$ cat src/design/srs_pkg.sv
package srs_pkg;
  // Width of every part of a status register
  localparam int SRS_REG_W = 16;
  // Width of the status byte and its enable mask
  localparam int SRS_STB_W = 8;
  // Most significant bit of a part, always zero
  localparam int SRS_MSB = 15;
  // Power indication position in the questionable register
  localparam int SRS_QUES_POWER_BIT = 9;

  // Targets selectable by a command
  localparam logic [1:0] SRS_TGT_QUES = 2'h0;
  localparam logic [1:0] SRS_TGT_OPER = 2'h1;
  localparam logic [1:0] SRS_TGT_STB = 2'h2;
  localparam logic [1:0] SRS_TGT_SRE = 2'h3;

  // Parts of a status register
  localparam logic [2:0] SRS_PART_COND = 3'h0;
  localparam logic [2:0] SRS_PART_PTR = 3'h1;
  localparam logic [2:0] SRS_PART_NTR = 3'h2;
  localparam logic [2:0] SRS_PART_EVENT = 3'h3;
  localparam logic [2:0] SRS_PART_ENABLE = 3'h4;

  // Index of each status register in the arrays
  localparam int SRS_IDX_QUES = 0;
  localparam int SRS_IDX_OPER = 1;
  localparam int SRS_NUM_REGS = 2;

  // Status byte bit positions
  localparam int SRS_STB_ERRQ = 2;
  localparam int SRS_STB_QUES = 3;
  localparam int SRS_STB_MAV = 4;
  localparam int SRS_STB_ESB = 5;
  localparam int SRS_STB_MSS = 6;
  localparam int SRS_STB_OPER = 7;

  // Reset values
  localparam logic [15:0] SRS_PART_RESET = 16'h0000;
  localparam logic [7:0] SRS_BYTE_RESET = 8'h00;
  // Mask that keeps the most significant bit of a part at zero
  localparam logic [15:0] SRS_PART_MASK = 16'h7fff;
  // Mask that removes the summary position from the enable mask
  localparam logic [7:0] SRS_SRE_MASK = 8'hbf;
  // Mask that forces the unused status byte positions to zero
  localparam logic [7:0] SRS_STB_USED = 8'hfc;

  // One controller command: read or write of one part
  typedef struct packed {
    logic valid;
    logic write;
    logic [1:0] target;
    logic [2:0] part;
    logic [15:0] data;
  } srs_cmd_t;

  // Answer to a read or a serial poll
  typedef struct packed {
    logic valid;
    logic [15:0] data;
  } srs_rsp_t;
endpackage

$ cat src/design/srs_status_reporting.sv
// Operation
// - Five sixteen-bit parts per status register
// - Same bit position across parts, independent bits
// - Bit fifteen of every part reads zero
// - Questionable bit nine carries power status
// - Condition mirrors hardware inputs and power status
// - Condition is read-only, unchanged by reads
// - Rising condition sets event if rising filter
// - Falling condition sets event if falling filter
// - Transition filters freely readable and writable
// - Event latches filtered transitions until read
// - Event read-only, cleared entirely by read
// - Sum bit is OR of event AND enable
// - Enable part freely readable and writable
// - Sum bit feeds higher register condition bit
// - Status byte bit six summarises enabled bits
// - Status byte answered to query and poll
// - Request mask per bit, bit six ignored
// - Enabled status bit rising raises service request
// - Request mask written and read back
// - Bit two reports error queue, entries request
// - Bit three is questionable sum bit
// - Bit four while output message waits
// - Bit five from enabled standard event bits
// - Bit seven is operation sum bit
`timescale 1ns/100ps
module srs_status_reporting
(
  input wire logic clk,
  input wire logic rst,
  // Hardware status for the questionable register, bit 9 and 15 unused
  input wire logic [15:0] quesHw,
  // Power-related status indication
  input wire logic powerStatus,
  // Hardware status for the operation register, bit 15 unused
  input wire logic [15:0] operHw,
  // Error queue holds at least one entry
  input wire logic errQueueNotEmpty,
  // One-cycle pulse for each new error queue entry
  input wire logic errEntry,
  // Readable message waits in the output buffer
  input wire logic msgAvailable,
  // Standard event status bits and their enable mask
  input wire logic [7:0] stdEventStatus,
  input wire logic [7:0] stdEventEnable,
  // Controller command
  input wire srs_pkg::srs_cmd_t cmd,
  // Serial poll request, one-cycle pulse
  input wire logic serialPoll,
  // Answer to reads and polls
  output srs_pkg::srs_rsp_t rsp,
  // Service request, one-cycle pulse
  output logic srq,
  // Present status byte
  output logic [7:0] statusByte
);
  import srs_pkg::*;

  // Condition, previous condition, filters, events and enables
  logic [15:0] cond [SRS_NUM_REGS];
  logic [15:0] prevCond [SRS_NUM_REGS];
  logic [15:0] risingFilter [SRS_NUM_REGS];
  logic [15:0] fallingFilter [SRS_NUM_REGS];
  logic [15:0] eventPart [SRS_NUM_REGS];
  logic [15:0] enablePart [SRS_NUM_REGS];
  // Service request enable mask
  logic [7:0] srEnable;
  // Status byte as seen one cycle earlier, for edge detection
  logic [7:0] prevStatusByte;
  // Sum bits of both registers
  logic [SRS_NUM_REGS-1:0] sumBit;
  // Filtered transitions of this cycle
  logic [15:0] newEvents [SRS_NUM_REGS];
  // Raw hardware sources per register
  logic [15:0] condSource [SRS_NUM_REGS];
  // Decoded command strobes
  logic isRead;
  logic isWrite;
  logic [15:0] readValue;

  // Filtered transitions of one register
  function automatic logic [15:0] filterEdges(input logic [15:0] now, input logic [15:0] prev,
                                             input logic [15:0] ptr, input logic [15:0] ntr);
    filterEdges = ((now & ~prev & ptr) | (~now & prev & ntr)) & SRS_PART_MASK;
  endfunction

  // Sum of enabled events of one register
  function automatic logic sumOf(input logic [15:0] ev, input logic [15:0] en);
    sumOf = |(ev & en);
  endfunction

  // Command strobes
  assign isRead = cmd.valid && !cmd.write;
  assign isWrite = cmd.valid && cmd.write;

  // Questionable source, power indication at its fixed position
  always_comb
  begin
    condSource[SRS_IDX_QUES] = quesHw & SRS_PART_MASK;
    condSource[SRS_IDX_QUES][SRS_QUES_POWER_BIT] = powerStatus;
    condSource[SRS_IDX_OPER] = operHw & SRS_PART_MASK;
  end

  // Per-register transitions and sum bits
  always_comb
  begin
    for (int r = 0; r < SRS_NUM_REGS; r++)
    begin
      newEvents[r] = filterEdges(cond[r], prevCond[r], risingFilter[r], fallingFilter[r]);
      sumBit[r] = sumOf(eventPart[r], enablePart[r]);
    end
  end

  // Condition parts follow their sources; no write path reaches them
  always_ff @(posedge clk or posedge rst)
  begin
    if (rst)
    begin
      for (int r = 0; r < SRS_NUM_REGS; r++)
      begin
        cond[r] <= SRS_PART_RESET;
        prevCond[r] <= SRS_PART_RESET;
      end
    end
    else
    begin
      for (int r = 0; r < SRS_NUM_REGS; r++)
      begin
        cond[r] <= condSource[r];
        prevCond[r] <= cond[r];
      end
    end
  end

  // Filter and enable parts written by the controller
  always_ff @(posedge clk or posedge rst)
  begin
    if (rst)
    begin
      for (int r = 0; r < SRS_NUM_REGS; r++)
      begin
        risingFilter[r] <= SRS_PART_RESET;
        fallingFilter[r] <= SRS_PART_RESET;
        enablePart[r] <= SRS_PART_RESET;
      end
    end
    else if (isWrite && (cmd.target == SRS_TGT_QUES || cmd.target == SRS_TGT_OPER))
    begin
      // Target 0 or 1 doubles as array index
      if (cmd.part == SRS_PART_PTR)
      begin
        risingFilter[cmd.target[0]] <= cmd.data & SRS_PART_MASK;
      end
      else if (cmd.part == SRS_PART_NTR)
      begin
        fallingFilter[cmd.target[0]] <= cmd.data & SRS_PART_MASK;
      end
      else if (cmd.part == SRS_PART_ENABLE)
      begin
        enablePart[cmd.target[0]] <= cmd.data & SRS_PART_MASK;
      end
    end
  end

  // Event parts: latch filtered edges, cleared by their own read
  always_ff @(posedge clk or posedge rst)
  begin
    if (rst)
    begin
      for (int r = 0; r < SRS_NUM_REGS; r++)
      begin
        eventPart[r] <= SRS_PART_RESET;
      end
    end
    else
    begin
      for (int r = 0; r < SRS_NUM_REGS; r++)
      begin
        // A new edge in the clearing cycle still lands
        if (isRead && cmd.target == 2'(r) && cmd.part == SRS_PART_EVENT)
        begin
          eventPart[r] <= newEvents[r];
        end
        else
        begin
          eventPart[r] <= eventPart[r] | newEvents[r];
        end
      end
    end
  end

  // Service request enable mask, summary position ignored
  always_ff @(posedge clk or posedge rst)
  begin
    if (rst)
    begin
      srEnable <= SRS_BYTE_RESET;
    end
    else if (isWrite && cmd.target == SRS_TGT_SRE)
    begin
      srEnable <= cmd.data[7:0] & SRS_SRE_MASK;
    end
  end

  // Status byte assembled from the lower levels
  always_comb
  begin
    statusByte = SRS_BYTE_RESET;
    statusByte[SRS_STB_ERRQ] = errQueueNotEmpty;
    statusByte[SRS_STB_QUES] = sumBit[SRS_IDX_QUES];
    statusByte[SRS_STB_MAV] = msgAvailable;
    statusByte[SRS_STB_ESB] = |(stdEventStatus & stdEventEnable);
    statusByte[SRS_STB_OPER] = sumBit[SRS_IDX_OPER];
    statusByte[SRS_STB_MSS] = |(statusByte & srEnable & SRS_SRE_MASK & SRS_STB_USED);
  end

  // Service request on an enabled rising status bit or a new error entry while mask bit two is set
  always_ff @(posedge clk or posedge rst)
  begin
    if (rst)
    begin
      prevStatusByte <= SRS_BYTE_RESET;
      srq <= 1'b0;
    end
    else
    begin
      prevStatusByte <= statusByte;
      srq <= (|(statusByte & ~prevStatusByte & srEnable & SRS_SRE_MASK)) ||
             (errEntry && srEnable[SRS_STB_ERRQ]);
    end
  end

  // Read multiplexer
  always_comb
  begin
    readValue = SRS_PART_RESET;
    if (cmd.target == SRS_TGT_STB)
    begin
      readValue = {8'h00, statusByte};
    end
    else if (cmd.target == SRS_TGT_SRE)
    begin
      readValue = {8'h00, srEnable};
    end
    else if (cmd.part == SRS_PART_COND)
    begin
      readValue = cond[cmd.target[0]];
    end
    else if (cmd.part == SRS_PART_PTR)
    begin
      readValue = risingFilter[cmd.target[0]];
    end
    else if (cmd.part == SRS_PART_NTR)
    begin
      readValue = fallingFilter[cmd.target[0]];
    end
    else if (cmd.part == SRS_PART_EVENT)
    begin
      readValue = eventPart[cmd.target[0]];
    end
    else if (cmd.part == SRS_PART_ENABLE)
    begin
      readValue = enablePart[cmd.target[0]];
    end
  end

  // Answer register: serial poll wins over a command read
  always_ff @(posedge clk or posedge rst)
  begin
    if (rst)
    begin
      rsp <= '0;
    end
    else if (serialPoll)
    begin
      rsp.valid <= 1'b1;
      rsp.data <= {8'h00, statusByte};
    end
    else if (isRead)
    begin
      rsp.valid <= 1'b1;
      rsp.data <= readValue & SRS_PART_MASK;
    end
    else
    begin
      rsp.valid <= 1'b0;
    end
  end

  // Helper signals for the checks
  logic quesRiseHit, quesFallHit, quesEvRead;
  assign quesRiseHit = |(cond[SRS_IDX_QUES] & ~prevCond[SRS_IDX_QUES]
                         & risingFilter[SRS_IDX_QUES]);
  assign quesFallHit = |(~cond[SRS_IDX_QUES] & prevCond[SRS_IDX_QUES]
                         & fallingFilter[SRS_IDX_QUES]);
  assign quesEvRead = isRead && cmd.target == SRS_TGT_QUES && cmd.part == SRS_PART_EVENT;
endmodule

$ cat config.mk
export PLATFORM = sky130hd
export DESIGN_NAME = srs_status_reporting
export DESIGN_NICKNAME = d
export VERILOG_FILES = /design/src/design/srs_pkg.sv /design/src/design/srs_status_reporting.sv
export SDC_FILE = /design/constraint.sdc
export NUM_CORES = 1
export LEC_CHECK = 0
export ABC_AREA = 1
export BUFFER_PORTS_ARGS = -buffer_cell sky130_fd_sc_hd__buf_2
export CAP_MARGIN = 15
export CORE_ASPECT_RATIO = 1.1
export CORE_MARGIN = 2
export CORE_UTILIZATION = 35
export CTS_CLUSTER_SIZE = 10
export DETAILED_ROUTE_END_ITERATION = 12
export PLACE_DENSITY = 0.51
export SLEW_MARGIN = 40
export SYNTH_ARGS = -nofsm -noshare
export SYNTH_HDL_FRONTEND = slang
export SYNTH_SLANG_ARGS = --single-unit
$ cat constraint.sdc
create_clock -name clk -period 12.9 [get_ports clk]
set_input_delay 0.645 -clock clk [delete_from_list [all_inputs] [get_ports clk]]
set_output_delay 0.645 -clock clk [all_outputs]
set_load 0.05 [all_outputs]
==> impl_metrics.csv, run 1 <==
group,metric,value,unit
pwr,p_comb_share,14.3,%
critical_path,required,12260,ps
clocking,post_cts_resized,0,
detailed_routing,drtAntennaViolNets,0,
detailed_routing,wl_per_cell,17.11,µm
critical_path,crit_arrival,2200,ps
timing,skew,11.31,ps
pwr,power,0.001640,W
critical_path,crit_top_cell,"nand2_1",
detailed_routing,dr.pass1.iters,5,
critical_path,crit_path_end_kind,"output pin",
timing,rsz0062_at_grt,"false",
timing,min_period,2840,ps
synth,synth_edf_count,0,
global_route,grt_use_total,19.04,%
global_route,grt_pass1_vias,7105,
timing,slew_headroom,48.46,%
critical_path,cp_slowest_cell,"dfrtp_1",
timing,setup_viol,0,
pwr,internal-power,0.001169,W
detailed_routing,drcViolationCount,0,
pwr,switching_share,28.74,%
critical_path,cp_cell_sequence,"nand2_1 > nand2_1 > nor2_1 > nand2_1 > o21ai_0 > nand3_1 > buf_2",
detailed_routing,vias,7328,
timing,fmax,0.3521,GHz
die,die_h,174.1,µm
run,cap_violations,0,
synth,yosysSeqAreaShare,56.79,%
place,globalplace.congestion,0.8159,
clocking,clock-root-buffer,"clkbuf_16",
synth,ys_ff_latch,209,
critical_path,worstSetupStartpointType,"flip-flop",
die,dieArea,27630,µm²
critical_path,path_buf_inv,1,
critical_path,crit_type,"flip-flop to output pin",
layout,final_util,41.25,%
synth,syn_area,9210,µm²
global_route,grt_overflow,0,
pwr,power_density,153.0,nW/µm²
critical_path,critPathMaxFanout,3,
die,coreArea,25990,µm²
clocking,cts_buffers,25,
layout,area_delta_synth_final,16.40,%
die,ios,104,
global_route,grt_pass1_wl,40460,µm
pwr,p_clk_share,37.7,%
synth,avgSynthCellArea,8.713,µm²
die,initial_core_util,35.44,%
clocking,cts_tree,"done",
timing,final_max_slew_viol_count,0,
layout,final_common_cell,"nand2_1",
layout,drive_gt1_share,14.67,%
global_route,antenna_found_initial,1,
detailed_routing,drt_iter0_markers,501,
layout,final_cell_mix,"nand2_1, dfrtp_1, o21ai_0",
critical_path,path_delay_family,"simple AND/OR/NAND/NOR gates",
die,num_rows,62,
place,dpl.hpwl,16830,µm
pwr,peakVddDrop,0.00005663,V
clocking,clkLatencyLatePin,520,ps
detailed_routing,wl,25750,µm
die,die_w,158.7,µm
timing,finalHoldViolations,0,
synth,synth_flop_cell,"dfrtp_1",
layout,stdcell_area,10720,µm²
timing,post-route-period-util,22.02,%
pwr,leakage,5.099,nW
synth,yosysWarningCount,0,
min_path,hold_class,"input port to asynchronous set/reset pin",
clocking,post_cts_buffers,0,
critical_path,slowest_delay,410,ps
pwr,pwr-share-seq,48.0,%
layout,nets,1222,
clocking,clk_path_buf_depth,3,
global_route,grt_start_max_net_pins,92,
place,io_buffer_count,96,
synth,synthesis.instances,1057,
synth,async_reset_ff_share,100.0,%
place,dpl_cell_area,10020,µm²
synth,yosysUniqueCellTypes,37,
clocking,htreeDepth,1,
timing,worstMarginPinSlew,773.0,ps
timing,finalSetupTns,0,ps
status,status,"finished, final reports clean",
clocking,hold_buffers,0,
detailed_routing,avgViaCountPerCell,4.869,
clocking,clk_pin_slew,50,ps
clocking,cts_sinks,209,
pwr,p_sw,0.0004714,W
[cell usage after synthesis, types with 9 or more instances]
cell / number / area, µm²
a21oi_1: 23 / 115.1
buf_2: 17 / 85.08
clkbuf_1: 22 / 82.58
dfrtp_1: 209 / 5230
inv_1: 66 / 247.7
nand2_1: 374 / 1404
nand3_1: 31 / 155.2
nand3b_1: 10 / 75.07
nor2_1: 74 / 277.8
o211ai_1: 26 / 195.2
o211ai_2: 10 / 125.1
o21ai_0: 108 / 540.5
o21ai_1: 18 / 90.09
o221ai_1: 16 / 140.1
o31ai_1: 9 / 67.56
[state kept, by name (all words and copies together), names as in the netlist]
register	cells
rsp	16
srEnable	7
srq	1
prevCond	30
risingFilter	30
cond	30
fallingFilter	30
prevStatusByte	5
enablePart	30
eventPart	30
[worst reg2reg max path, stage by stage, from the launching register on]
cell	delay, ps
dfrtp_1	410
nand2_1	90
nand2_1	60
nor2_1	320
nand2_1	90
o21ai_0	330
nand3_1	140
nand2_1	100
a21oi_1	70
[per-layer routing]
metal / share of wire [%] / global-route usage (%) / up-vias
li1: - / - / 3637
met1: 47 / 27.43 / 3455
met2: 45 / 29.89 / 194
met3: 5.4 / 2.742 / 42
met4: 2.3 / 5.443 / 0
met5: 0 / 0 / -
[stage by stage]
step / cells / hold WS [ps] / setup WS [ps]
after floorplan: 1059 / 373.7 / 6546
after global placement: 1468 / 389.5 / 9871
after detailed placement: 1469 / 392.1 / 9860
after CTS: 1504 / 206.7 / 10060
after global routing: 1504 / 207.3 / 9928
final: 1505 / 199.5 / 10060
[path summary, 6_finish.rpt]
path / start / cells past startpoint / endpoint / slack (ps)
max in group asynchronous: rst / 3 / prevCond[4]$_DFF_PP0_ / 11610
worst min-delay path: rst / 2 / fallingFilter[10]$_DFFE_PP0P_ / 200
min in group clk: quesHw[13] / 1 / cond[29]$_DFF_PP0_ / 230
worst max-delay path: eventPart[11]$_DFF_PP0_ / 7 / statusByte[6] / 10060
worst max register to register: eventPart[11]$_DFF_PP0_ / 8 / rsp[6]$_DFFE_PP0P_ / 11180
worst min register to register: cond[11]$_DFF_PP0_ / 0 / prevCond[11]$_DFF_PP0_ / 400
[cells by family after synthesis]
group / Yosys count / synth area share [%]
AO/OA/AOI/OAI: 215 / 14.26
AND/OR/NAND/NOR: 507 / 22.88
multiplexers: 3 / 0.3261
other: 1 / 0.04072
buffers and inverters: 122 / 5.706
flip-flops: 209 / 56.79
[power groups by stage]
| stage | Clock (W) | Sequential [W] | Combinational [W] |
|---|---|---|---|
| finish | 0.000619 | 0.000786 | 0.000235 |
| global route | 0.000665 | 0.000797 | 0.000268 |
| CTS | 0.000637 | 0.000786 | 0.000238 |
| detailed placement | 0 | 0.000797 | 0.000237 |
| global placement | 0 | 0.000796 | 0.000234 |
| floorplan | 0 | 0.000800 | 0.000153 |
[final cells by class]
class	instances	area (µm²)
clock buffer	34	679.4
inverter	73	282.8
clock inverter	1	8.758
tap	352	440.4
timing repair buffer	107	570.5
antenna	1	2.502
sequential	209	5230
fill	2581	15270
multi-input combinational	728	3506
Note: power is estimated with default switching activity, not from simulation.
==> run 2, diff against run 1 <==
--- a/config.mk
+++ b/config.mk
@@ -5,7 +5,7 @@
 export SDC_FILE = /design/constraint.sdc
 export NUM_CORES = 1
 export LEC_CHECK = 0
-export ABC_AREA = 1
+export ABC_AREA = 0
 export BUFFER_PORTS_ARGS = -buffer_cell sky130_fd_sc_hd__buf_2
 export CAP_MARGIN = 15
 export CORE_ASPECT_RATIO = 1.1
@@ -13,7 +13,7 @@
 export CORE_UTILIZATION = 35
 export CTS_CLUSTER_SIZE = 10
 export DETAILED_ROUTE_END_ITERATION = 12
-export PLACE_DENSITY = 0.51
+export PLACE_DENSITY = 0.53
 export SLEW_MARGIN = 40
 export SYNTH_ARGS = -nofsm -noshare
 export SYNTH_HDL_FRONTEND = slang
==> constraint.sdc (replaced) <==
create_clock -name clk -period 2.6 [get_ports clk]
set_input_delay 0.13 -clock clk [delete_from_list [all_inputs] [get_ports clk]]
set_output_delay 0.13 -clock clk [all_outputs]
set_load 0.05 [all_outputs]
==> run 2 against run 1 <==
  * Die area up 0.68%
  * Register-to-register slack worse by 11000 ps
  * Non-clock buffer count up 75
  * Largest cell class unchanged
==> impl_metrics.csv, run 2 <==
group,metric,value,unit
die,num_rows,62,
die,dieArea,27820,µm²
global_route,grt_pass1_vias,6867,
timing,post-route-period-util,98.23,%
pwr,pwr-share-seq,47.8,%
synth,synth_edf_count,0,
die,die_h,174.7,µm
pwr,leakage,5.269,nW
pwr,p_sw,0.002269,W
synth,async_reset_ff_share,100.0,%
die,die_w,159.2,µm
critical_path,crit_arrival,2420,ps
critical_path,slowest_delay,420,ps
global_route,antenna_found_initial,1,
clocking,clock-root-buffer,"clkbuf_16",
timing,rsz0062_at_grt,"false",
synth,ys_ff_latch,209,
global_route,grt_pass1_wl,41570,µm
synth,synthesis.instances,751,
synth,avgSynthCellArea,12.35,µm²
timing,final_max_slew_viol_count,0,
layout,regArea,5230,µm²
detailed_routing,dr.pass1.iters,5,
layout,area_delta_synth_final,24.27,%
synth,yosysSeqAreaShare,56.40,%
min_path,hold_class,"input port to flip-flop",
critical_path,crit_type,"flip-flop to output pin",
detailed_routing,wl,26180,µm
layout,final_cell_mix,"dfrtp_1, buf_2, mux2_2",
critical_path,cp_cell_sequence,"a222oi_1 > and3_1 > nand4_1 > a221o_1 > buf_2",
global_route,grt_use_total,19.28,%
critical_path,rrSetupSlack,670,ps
clocking,htreeDepth,1,
pwr,p_clk_share,36.8,%
timing,min_period,2554,ps
synth,ys_top_cells_by_area,"dfrtp_1, mux2_2, mux2i_1, nand2_1, o211ai_1",
place,io_buffer_count,96,
run,cap_violations,0,
clocking,clk_pin_slew,60,ps
timing,skew,9.977,ps
pwr,switching_share,27.30,%
detailed_routing,drcViolationCount,0,
pwr,power,0.008310,W
synth,synth_top_cell_by_area,"dfrtp_1",
layout,final_common_cell,"dfrtp_1",
global_route,grt_start_max_net_pins,40,
place,dpl_cell_area,10330,µm²
detailed_routing,drt_iter0_markers,396,
critical_path,r2r_end,"rsp[6]$_DFFE_PP0P_",
pwr,peakVddDrop,0.0003602,V
status,status,"finished, final reports clean",
timing,slew_headroom,55.24,%
die,coreArea,26070,µm²
timing,setup_viol,0,
critical_path,reg2reg_depth,5,
critical_path,path_buf_inv,1,
clocking,cts_tree,"done",
detailed_routing,wl_per_cell,20.49,µm
die,initial_core_util,35.58,%
clocking,clk_path_buf_depth,3,
clocking,post_cts_resized,0,
critical_path,cp_slowest_cell,"a222oi_1",
synth,yosysUniqueCellTypes,51,
synth,yosysWarningCount,0,
layout,fin_cells,1278,
synth,synth.most_common_cell,"dfrtp_1",
timing,hold_slack,20.75,ps
global_route,grt_overflow,0,
critical_path,required,2470,ps
clocking,clkLatencyLatePin,510,ps
layout,fillers,2462,
synth,synth_flop_cell,"dfrtp_1",
detailed_routing,drtAntennaViolNets,0,
timing,finalHoldViolations,0,
layout,multi_input_area,3772,µm²
pwr,internal-power,0.006042,W
min_path,min_to,"srEnable[2]$_DFFE_PP0P_",
synth,syn_area,9274,µm²
pwr,p_comb_share,15.4,%
timing,worstMarginPinSlew,671.4,ps
place,globalplace.congestion,0.8155,
synth,yosys.area.top_type_share,56.40,%
layout,drive_gt1_share,29.62,%
place,dpl.hpwl,17750,µm
min_path,hold_depth,2,
critical_path,crit_path_end_kind,"output pin",
synth,yosys-top-cells-count,"dfrtp_1, mux2_2, nand2_1, mux2i_1, a21oi_1",
clocking,cts_sinks,209,
detailed_routing,avgViaCountPerCell,5.223,
clocking,cts_buffers,25,
min_path,min-delay-start,"cmd[2]",
place,place_inst,1193,
critical_path,worstSetupStartpointType,"flip-flop",
pwr,power_density,721.1,nW/µm²
die,ios,104,
layout,nets,997,
layout,stdcell_area,11520,µm²
critical_path,path_delay_family,"compound AO/OA/AOI/OAI gates",
critical_path,r2r_start,"enablePart[12]$_DFFE_PP0P_",
timing,fmax,0.3915,GHz
critical_path,critPathMaxFanout,3,
detailed_routing,vias,6675,
-- run 2: cell type report --
type | count | share of cell area [%]
diodes | 1 | 0.02171
clock buffers | 33 | 5.949
inverters | 7 | 0.2606
multi-input cells | 494 | 32.73
flip-flops and latches | 209 | 45.38
well taps | 352 | 3.822
repair buffers | 182 | 11.83
-- run 2: what timing repair did --
action	CTS	global route
pin swaps	0	2
setup endpoints to repair	1	1
buffers inserted	2	0
hold buffers	48	1
endpoints found under the hold margin	120	2
-- run 2: power groups by stage --
stage	Combinational, W	Clock [W]	Sequential, W
after floorplan	0.000792	0	0.00399
after global placement	0.00120	0	0.00402
after detailed placement	0.00122	0	0.00402
after CTS	0.00129	0.00314	0.00397
after global routing	0.00141	0.00328	0.00403
final	0.00128	0.00306	0.00397
-- run 2: how the worst max path moves through the flow --
stage                                    start                end  slack (ps)  cells after the start
finish              enablePart[12]$_DFFE_PP0P_      statusByte[6]          50                      5
global route        enablePart[12]$_DFFE_PP0P_      statusByte[6]          20                      5
CTS                    eventPart[12]$_DFF_PP0_      statusByte[6]          20                      5
detailed placement     eventPart[12]$_DFF_PP0_      statusByte[6]         470                      5
global placement       eventPart[12]$_DFF_PP0_      statusByte[6]         500                      5
floorplan                                  rst  cond[0]$_DFF_PP0_        -240                      1
-- run 2: cells by family (layout without fill, tap and decap cells) --
| family | after synthesis | in the layout | synth area share [%] |
|---|---|---|---|
| compound gates | 157 | 157 | 11.64 |
| flops | 209 | 209 | 56.40 |
| simple gates | 165 | 165 | 8.905 |
| other cells | 1 | 4 | 0.04044 |
| mux | 169 | 169 | 20.01 |
| buf+inv | 50 | 222 | 3.009 |
-- run 2: per-layer routing --
layer / vias up / global-route usage [%] / wire [µm]
met3: 38 / 2.825 / 1362
met2: 194 / 31.61 / 12410
met4: 0 / 4.962 / 573
met5: - / 0 / 0
met1: 3352 / 26.97 / 11840
li1: 3091 / - / -
-- run 2: worst register-to-register path, delay by kind of cell (launching register included) --
family	cells	cell delay, ps
AO/OA/AOI/OAI	3	980
flip-flops	1	400
AND/OR/NAND/NOR	2	430
-- run 2: through the flow --
stage / worst slack, ps / utilization (%) / TNS [ps]
detailed placement: 465.7 / 39.64 / 0
floorplan: -244.2 / - / -51040
global placement: 502.8 / 39.56 / 0
CTS: 16.44 / 44.17 / 0
global route: 21.04 / 44.21 / 0
finish: 45.93 / 44.22 / 0
